==> config.mk <==
export PLATFORM = sky130hd
export DESIGN_NAME = lichg_ctrl
export DESIGN_NICKNAME = d
export VERILOG_FILES = /design/src/lichg_sync_filt.v /design/src/lichg_ctrl.v
export VERILOG_INCLUDE_DIRS = /design/src
export SDC_FILE = /design/constraint.sdc
export NUM_CORES = 1
export LEC_CHECK = 0
export BUFFER_PORTS_ARGS = -buffer_cell sky130_fd_sc_hd__buf_2
export CORE_MARGIN = 3
export CORE_UTILIZATION = 45
export DETAILED_ROUTE_END_ITERATION = 6
export PLACE_DENSITY = 0.64
export SYNTH_ARGS = -nofsm -noshare
export SYNTH_HDL_FRONTEND = slang
export SYNTH_HIERARCHICAL = 1
export SYNTH_SLANG_ARGS = --single-unit
==> constraint.sdc <==
create_clock -name i_ref_clk -period 2.24 [get_ports i_ref_clk]
set_clock_uncertainty 0.1 [all_clocks]
set_input_delay 0.672 -clock i_ref_clk [delete_from_list [all_inputs] [get_ports i_ref_clk]]
set_output_delay 0.672 -clock i_ref_clk [all_outputs]
set_load 0.02 [all_outputs]
==> src/lichg_regs.vh <==
// constants for the li-ion charge control block
`ifndef LICHG_REGS_VH
`define LICHG_REGS_VH
// status pin encoding: bit1 = status_a on, bit0 = status_b on
`define LICHG_STAT_PRE      2'h3
`define LICHG_STAT_FAST     2'h2
`define LICHG_STAT_DONE     2'h1
`define LICHG_STAT_OFF      2'h0
// filter length for synchronised inputs, in clock cycles
`define LICHG_FILT_CYC      4'h4
// clock period in ns
`define LICHG_CLK_NS        10
// termination detect and deglitch times, in us
`define LICHG_TRMDET_US     1000
`define LICHG_DEGL_US       1000
// safety timers, in ms
`define LICHG_PRECHG_MS     1000
`define LICHG_CHG_MS        10000
// derived cycle counts
`define LICHG_TRMDET_CYC  ((`LICHG_TRMDET_US * 1000) / `LICHG_CLK_NS)
`define LICHG_DEGL_CYC    ((`LICHG_DEGL_US * 1000) / `LICHG_CLK_NS)
`define LICHG_PRECHG_CYC  ((`LICHG_PRECHG_MS * 1000000) / `LICHG_CLK_NS)
`define LICHG_CHG_CYC     ((`LICHG_CHG_MS * 1000000) / `LICHG_CLK_NS)
`endif

==> src/lichg_sync_filt.v <==
// two-flop synchroniser with a stability filter for one input
`timescale 1ns/1ps
`include "lichg_regs.vh"
module lichg_sync_filt #(
    parameter                RST_VAL = 1'b0
) (
    // clock and reset
    input  wire              i_ref_clk,
    input  wire              i_rst_n,
    input  wire              i_ce,
    // raw input and filtered output
    input  wire              i_async,
    output reg               o_level
);
    reg        meta_q;   // first stage, read only by sync_q
    reg        sync_q;   // second stage
    reg [3:0]  cnt_q;    // cycles the synced value differed from output

    ////////////////////////////////////////////////////////////////////
    // synchronise, then accept a change only after it held long enough
    always @(posedge i_ref_clk or negedge i_rst_n) begin
        if (!i_rst_n) begin
            meta_q  <= RST_VAL;
            sync_q  <= RST_VAL;
            cnt_q   <= 4'h0;
            o_level <= RST_VAL;
        end else if (i_ce) begin
            meta_q <= i_async;
            sync_q <= meta_q;
            if (sync_q == o_level) begin
                cnt_q <= 4'h0;                 // glitch dropped
            end else if (cnt_q == `LICHG_FILT_CYC - 4'h1) begin
                o_level <= sync_q;
                cnt_q   <= 4'h0;
            end else begin
                cnt_q <= cnt_q + 4'h1;
            end
        end
    end
endmodule

==> src/lichg_ctrl.v <==
// charger state machine, status pins and regulator low-voltage latches
//
// Contract
// - end charge when current reaches termination level
// - restart charge when battery drops below recharge
// - status pins encode precharge, fast, done, off
// - regulation shows as fast; fault releases both status pins
// - charge_disable_n high halts all charging
// - fault above recharge held until battery falls
// - reset or disable toggle clears timer fault
// - fault below recharge enables probe current
// - undervoltage opens battery path into device
// - host re-enables charging from undervoltage cut-off
// - undervoltage restart begins in preconditioning
// - thermal limit turns charger, paths, regulators off
// - timers keep counting through thermal shutdown
// - no battery: regulate, stop, deglitch, repeat
// - low main output latches that output off
// - main latch kills group; enable toggle recovers
// - aux low-voltage latch; enable toggle recovers
`timescale 1ns/1ps
`include "lichg_regs.vh"
module lichg_ctrl #(
    parameter                TRMDET_CYC = `LICHG_TRMDET_CYC,
    parameter                DEGL_CYC   = `LICHG_DEGL_CYC,
    parameter                PRECHG_CYC = `LICHG_PRECHG_CYC,
    parameter                CHG_CYC    = `LICHG_CHG_CYC
) (
    // clock, reset, enable
    input  wire              i_ref_clk,
    input  wire              i_rst_n,
    input  wire              i_ce,
    // host controls (pins)
    input  wire              i_charge_disable_n,
    input  wire              i_main_rails_enable,
    input  wire              i_aux_rail_enable,
    // analog comparator events
    input  wire              i_input_good,
    input  wire              i_bat_below_lowv,
    input  wire              i_bat_at_reg,
    input  wire              i_bat_below_rch,
    input  wire              i_bat_below_uvlo,
    input  wire              i_term_current,
    input  wire              i_thermal_limit,
    input  wire [2:0]        i_main_low_voltage,
    input  wire              i_aux_low_voltage,
    // open-drain status pins (low only, enables drive)
    output wire              o_charge_status_a_o,
    output reg               o_charge_status_a_oe,
    output wire              o_charge_status_b_o,
    output reg               o_charge_status_b_oe,
    // charger and power control
    output reg               o_charger_on,
    output reg               o_precharge_mode,
    output reg               o_fault_probe_current,
    output reg               o_battery_path_on,
    output reg               o_power_paths_on,
    output reg               o_main_rails_on,
    output reg [2:0]         o_main_rail_latched,
    output reg               o_aux_rail_on,
    output reg [5:0]         o_charge_state
);
    // one-hot charger states
    localparam [5:0] ST_PRE  = 6'h01;  // preconditioning
    localparam [5:0] ST_FAST = 6'h02;  // fast charge, constant current
    localparam [5:0] ST_VREG = 6'h04;  // voltage regulation
    localparam [5:0] ST_DONE = 6'h08;  // terminated
    localparam [5:0] ST_SUSP = 6'h10;  // charger off
    localparam [5:0] ST_FLT  = 6'h20;  // safety timer fault

    // open-drain pins only ever pull low
    assign o_charge_status_a_o = 1'b0;
    assign o_charge_status_b_o = 1'b0;

    ////////////////////////////////////////////////////////////////////
    // input conditioning
    wire [13:0] raw_in;
    wire [13:0] flt;   // filtered copies of raw_in
    assign raw_in = {i_charge_disable_n, i_main_rails_enable,
                     i_aux_rail_enable, i_input_good, i_bat_below_lowv,
                     i_bat_at_reg, i_bat_below_rch, i_bat_below_uvlo,
                     i_term_current, i_thermal_limit,
                     i_main_low_voltage, i_aux_low_voltage};
    // disable pin resets high so nothing charges before it is seen
    genvar g;
    generate
        for (g = 0; g < 14; g = g + 1) begin : g_in
            lichg_sync_filt #(
                .RST_VAL  ((g == 13) ? 1'b1 : 1'b0)
            ) u_filt (
                .i_ref_clk(i_ref_clk),
                .i_rst_n  (i_rst_n),
                .i_ce     (i_ce),
                .i_async  (raw_in[g]),
                .o_level  (flt[g])
            );
        end
    endgenerate

    wire       dis_n     = flt[13];
    wire       main_en   = flt[12];
    wire       aux_en    = flt[11];
    wire       in_good   = flt[10];
    wire       below_lv  = flt[9];
    wire       at_reg    = flt[8];
    wire       below_rch = flt[7];
    wire       below_uv  = flt[6];
    wire       term_i    = flt[5];
    wire       hot       = flt[4];
    wire [2:0] main_low  = flt[3:1];
    wire       aux_low   = flt[0];

    ////////////////////////////////////////////////////////////////////
    // state registers
    reg  [5:0]  st_q, st_d;
    reg  [31:0] tmr_q, tmr_d;     // safety timer, phase dependent
    reg  [31:0] nb_q, nb_d;       // regulation dwell / deglitch counter
    reg         dis_q;            // previous disable level for edges
    reg         main_en_q;
    reg         aux_en_q;
    reg  [2:0]  main_lat_q;
    reg         aux_lat_q;

    // a disable toggle is a high-to-low return after a high period
    wire dis_fall = dis_q & ~dis_n;
    // charging allowed only with good input and the host enabling it
    wire chg_ok   = ~dis_n & in_good;

    // limit check shared by all counters
    function cnt_done;
        input [31:0] cnt;
        input [31:0] lim;
        begin
            cnt_done = (cnt >= lim - 32'h1);
        end
    endfunction

    ////////////////////////////////////////////////////////////////////
    // next-state logic for the charger
    always @* begin
        st_d  = st_q;
        tmr_d = tmr_q;
        nb_d  = nb_q;
        case (st_q)
            ST_SUSP: begin
                tmr_d = 32'h0;
                if (chg_ok) begin
                    // out of cut-off charging restarts in precondition
                    st_d = (below_lv || below_uv) ? ST_PRE : ST_FAST;
                end
            end
            ST_PRE: begin
                tmr_d = tmr_q + 32'h1;  // keeps counting when hot
                if (!below_lv && !below_uv) begin
                    st_d  = ST_FAST;
                    tmr_d = 32'h0;
                end else if (cnt_done(tmr_q, PRECHG_CYC)) begin
                    st_d = ST_FLT;
                end
            end
            ST_FAST: begin
                tmr_d = tmr_q + 32'h1;
                nb_d  = 32'h0;
                if (cnt_done(tmr_q, CHG_CYC)) begin
                    st_d = ST_FLT;
                end else if (at_reg) begin
                    st_d = ST_VREG;
                end
            end
            ST_VREG: begin
                tmr_d = tmr_q + 32'h1;
                // with no cell the node sits at regulation and no
                // termination current shows: give up after dwell
                nb_d  = nb_q + 32'h1;
                if (term_i || cnt_done(nb_q, TRMDET_CYC)) begin
                    st_d = ST_DONE;
                    nb_d = 32'h0;
                end else if (cnt_done(tmr_q, CHG_CYC)) begin
                    st_d = ST_FLT;
                end
            end
            ST_DONE: begin
                // deglitch the recharge crossing before restarting
                nb_d = below_rch ? nb_q + 32'h1 : 32'h0;
                if (below_rch && cnt_done(nb_q, DEGL_CYC)) begin
                    st_d  = ST_PRE;
                    tmr_d = 32'h0;
                    nb_d  = 32'h0;
                end
            end
            ST_FLT: begin
                // held while above recharge; fresh cycle once below,
                // but a low start first waits for a rise
                if (below_rch && nb_q[0]) begin
                    st_d  = ST_PRE;
                    tmr_d = 32'h0;
                    nb_d  = 32'h0;
                end else if (!below_rch) begin
                    nb_d = 32'h1;  // seen above threshold
                end
            end
            default: begin
                st_d = ST_SUSP;
            end
        endcase
        // disable pin wins over every state and clears faults
        if (dis_n || !in_good) begin
            st_d = ST_SUSP;
            nb_d = 32'h0;
        end
    end

    ////////////////////////////////////////////////////////////////////
    // charger registers; thermal shutdown gates outputs, not timers
    always @(posedge i_ref_clk or negedge i_rst_n) begin
        if (!i_rst_n) begin
            st_q  <= ST_SUSP;  // power-on reset clears the fault
            tmr_q <= 32'h0;
            nb_q  <= 32'h0;
            dis_q <= 1'b1;
        end else if (i_ce) begin
            st_q  <= st_d;
            tmr_q <= tmr_d;
            nb_q  <= nb_d;
            dis_q <= dis_n;
        end
    end

    ////////////////////////////////////////////////////////////////////
    // low-voltage latches; the enable clear has priority over the set
    always @(posedge i_ref_clk or negedge i_rst_n) begin
        if (!i_rst_n) begin
            main_en_q  <= 1'b0;
            aux_en_q   <= 1'b0;
            main_lat_q <= 3'h0;
            aux_lat_q  <= 1'b0;
        end else if (i_ce) begin
            main_en_q <= main_en;
            aux_en_q  <= aux_en;
            // only a running rail can latch; low on enable clears it
            if (main_en && main_en_q && |main_low) begin
                main_lat_q <= main_lat_q | main_low;
            end else if (!main_en) begin
                main_lat_q <= 3'h0;
            end
            if (aux_en && aux_en_q && aux_low) begin
                aux_lat_q <= 1'b1;
            end else if (!aux_en) begin
                aux_lat_q <= 1'b0;
            end
        end
    end

    ////////////////////////////////////////////////////////////////////
    // registered outputs
    reg [1:0] stat_v;
    always @* begin
        case (st_q)
            ST_PRE:  stat_v = `LICHG_STAT_PRE;
            ST_FAST: stat_v = `LICHG_STAT_FAST;
            ST_VREG: stat_v = `LICHG_STAT_FAST;
            ST_DONE: stat_v = `LICHG_STAT_DONE;
            default: stat_v = `LICHG_STAT_OFF;
        endcase
    end

    always @(posedge i_ref_clk or negedge i_rst_n) begin
        if (!i_rst_n) begin
            o_charge_status_a_oe  <= 1'b0;
            o_charge_status_b_oe  <= 1'b0;
            o_charger_on          <= 1'b0;
            o_precharge_mode      <= 1'b0;
            o_fault_probe_current <= 1'b0;
            o_battery_path_on     <= 1'b0;
            o_power_paths_on      <= 1'b0;
            o_main_rails_on       <= 1'b0;
            o_main_rail_latched   <= 3'h0;
            o_aux_rail_on         <= 1'b0;
            o_charge_state        <= ST_SUSP;
        end else if (i_ce) begin
            // pins released in suspend, fault and shutdown
            o_charge_status_a_oe <= stat_v[1] & ~hot;
            o_charge_status_b_oe <= stat_v[0] & ~hot;
            o_charger_on <= ~hot &
                (st_q == ST_PRE || st_q == ST_FAST ||
                 st_q == ST_VREG);
            o_precharge_mode <= (st_q == ST_PRE);
            // probe current only while faulted and still below
            o_fault_probe_current <= ~hot & (st_q == ST_FLT) &
                                     below_rch & ~nb_q[0];
            o_battery_path_on <= ~hot & ~below_uv;
            o_power_paths_on  <= ~hot;
            o_main_rails_on   <= ~hot & main_en & ~|main_lat_q;
            o_main_rail_latched <= main_lat_q;
            o_aux_rail_on     <= ~hot & aux_en & ~aux_lat_q;
            o_charge_state    <= st_q;
        end
    end
endmodule

==> flow_summary.ini <==
[run_status]
status = complete, but fails checks
violations = setup timing

[timing]
fmax_mhz = 446
setup_ws_ns = -0.00107
period_share_pct = 100
fin_worst_hold_slack_ns = 0.00864
final-max-slew-violation-count = 0
final-setup-viol-count = 1
finalHoldViolations = 0
rsz0062_at_grt = yes
worst_pin_slew_ns = 0.586
slew_headroom_pct = 60.6
fin_crit_ns = 2.24

[clocking]
cts-buffers-inserted = 17
cts_tree = built
clk_pin_slew_ns = 0.07
insertion_delay_ns = 0.43
root_buffer = clkbuf_16
cts_hold_buf = 0
clock_sinks = 192
clock_path_buffers = 2
htreeDepth = 4

[pwr]
power_density_nw_per_um2 = 908
swShare_pct = 33.9
pwr-share-seq_pct = 45.0
internal-power_w = 0.00698
p_leak_nw = 5.27
ir_drop_v = 0.000643
p_total_w = 0.0106
clkPwrFrac_pct = 30.1
pwr-share-comb_pct = 24.9
switching_power_w = 0.00358

[setup_path]
end_kind = flop
required_ns = 2.50
path_cells = ha_4 -> nand4_1 -> or3_4 -> and3_4 -> o221ai_4 -> o211ai_2 -> nand3b_1 -> a21boi_1
slowest_delay_ns = 0.42
start_kind = flop
r2r_cells = 8
critPathKind = reg -> reg
cp_slowest_cell = or3_4
crit_path_max_fanout = 3
worst_ep_arrival_time_ns = 2.50

[logic_synthesis]
synthMuxAreaShare_pct = 6.18
post_synth_fa_ha_maj_area_fraction_pct = 2.14
netlist.area_leader.share_pct = 47.6
synth_largest_area_cell = dfrtp_1
ys.flop_type = dfrtp_1
synth-compound-area-share_pct = 18.0
synth_xor_area_share_pct = 2.67
async_flop_share_pct = 100
ys_seq_elements = 192
synth.yosys.warnings = 6
synthCells = 934
synth-edff-count = 0
syn_avg_cell_area_um2 = 10.5
synth-simple-area-share_pct = 18.7
ys_seq_area_share_pct = 48.9
synth_cell_types = 69
ys_top_cells_by_area = dfrtp_1 48%, mux2_2 4.6%, nand2_1 3.2%, o21ai_1 2.7%, o41ai_2 2.6%
syn-cell-area_um2 = 9840
synth_top_family_by_area = simple AND/OR/NAND/NOR gates

[cells_and_area]
nNetsFinal = 1043
n_antenna_cell = 0
areaGrowthSynthToFinish_pct = 18.2
final_common_cell = dfrtp_1
layout_common_cells = 184 x dfrtp_1, 83 x nand2_1, 60 x o21ai_1
drive_gt1_share_pct = 25.0

[die]
dieHeight_um = 154
die-area_um2 = 23700
initial_core_util_pct = 46.4
row_count = 53
ioPinCount = 37
fp.dieW_um = 154
core_area_um2 = 21200

[worst_hold_path]
hp-class = in -> async

[flow_run]
cap_violations = 0

[routing]
drt_first_pass_iters = 4
dr_wl_met2_um = 9550
drt_iter0_markers = 362
met1_length_um = 9890
routedWlPerCell_um = 15.6
drt_wl_total_um = 20200
via_per_inst = 5.64
num_vias = 7316
highest_layer = met4
drc = 0
ant_nets = 0
met3_length_um = 596

[global_route]
grt_pass1_vias = 7050
antenna_found_initial = 0
grt_pass1_wl_um = 34400
grt_max_degree = 73
gr-usage-all-layers_pct = 17.2
grt-ovfl-total = 0

[placed_design]
pre_cts_ws_ns = -0.00249
place.gp.congestion = 0.820
port-buffer-count = 34
dp.final_hpwl_um = 13600
[worst max-delay path: cells and delay by family (launching register included)]
kind	cells	cell delay [ns]
AO/OA/AOI/OAI	3	0.50
AND/OR/NAND/NOR	4	1.00
flip-flops	1	0.41
adder cells (fa/ha/maj)	1	0.16
[worst paths after layout]
path / start / to / slack [ns]
setup / recovery: tmr_q[1] / st_q[4] / -0.001
hold / removal: i_rst_n / nb_q[31] / 0.009
setup reg to reg: tmr_q[1] / st_q[4] / -0.001
hold reg to reg: aux_lat_q / o_aux_rail_on / 0.37
max in group asynchronous: i_rst_n / st_q[2] / 1.30
min in group i_ref_clk: i_main_low_voltage[1] / g_in[2].u_filt/meta_q / 0.36
[state kept, by name (all words and copies together), names as in the netlist, 3 cells and up]
name and count:
st_q 6, o_main_rail_latched 3, nb_q 32, o_charge_state 6, g_in.u_filt/cnt_q 56, main_lat_q 3
tmr_q 32, g_in.u_filt/sync_q 14, g_in.u_filt/o_level 14, g_in.u_filt/meta_q 14
[Yosys cell counts (all sizes together) (11+ instances only)]
master,count
inv,26
nor2,48
nor3b,15
nand4,14
dfrtp,187
nor3,12
o2bb2ai,16
and3,11
xnor2,15
clkbuf,14
nor2b,35
a32o,14
a31oi,35
o31ai,13
nand3,35
a21oi,23
a21o,17
nand2,84
mux2,54
and3b,14
o21ai,80
o41ai,21
ha,16
nor4,26
buf,31
xor2,15
[power groups by stage]
stage	sequential [W]	clock [W]	combinational (W)
global route	0.00485	0.00340	0.00295
global placement	0.00478	0	0.00254
finish	0.00475	0.00318	0.00263
CTS	0.00474	0.00327	0.00259
detailed placement	0.00480	0	0.00258
floorplan	0.00472	0	0.00179
[per-layer routing]
| layer | up-vias | track usage (%) |
|---|---|---|
| met5 | - | 0 |
| met4 | 0 | 4.25 |
| met3 | 18 | 3.66 |
| met2 | 92 | 27.7 |
| met1 | 3586 | 24.1 |
| li1 | 3620 | - |
[through the flow]
step | setup TNS [ns] | cells | utilization (%) | instance area, um2
5_1_grt | -0.735 | 1297 | 54.8 | 11600
6_report | -0.00107 | 1297 | 54.8 | 11600
3_5_place_dp | -0.00249 | 1257 | 50.3 | 10700
4_1_cts | -0.0184 | 1288 | 53.2 | 11300
2_1_floorplan | 0 | 935 | - | 9840
3_3_place_gp | 0 | 1257 | 50.3 | 10700
[area by class of cell]
type                    instances  area [um2]
fillers                      1844        9600
multi-input cells             671        4950
flip-flops and latches        192        4810
repair buffers                101         801
clock buffers                  17         425
well taps                     275         344
clock inverters                14         191
inverters                      27         103
[cell families after synthesis]
| kind of cell | after synthesis |
|---|---|
| compound gates | 244 |
| xor+xnor | 30 |
| fa+ha+maj | 17 |
| buf+inv | 72 |
| flops | 192 |
| mux | 54 |
| other cells | 1 |
| simple gates | 324 |
[what timing repair did]
item                       4_1_cts  5_1_grt
gates cloned                     0        1
hold endpoints to repair         0        0
pin swaps                        1       22
resized for setup                0       58
setup buffers                    0        8
setup endpoints to repair        3       54
No activity file was read; power rests on OpenSTA's default activity.
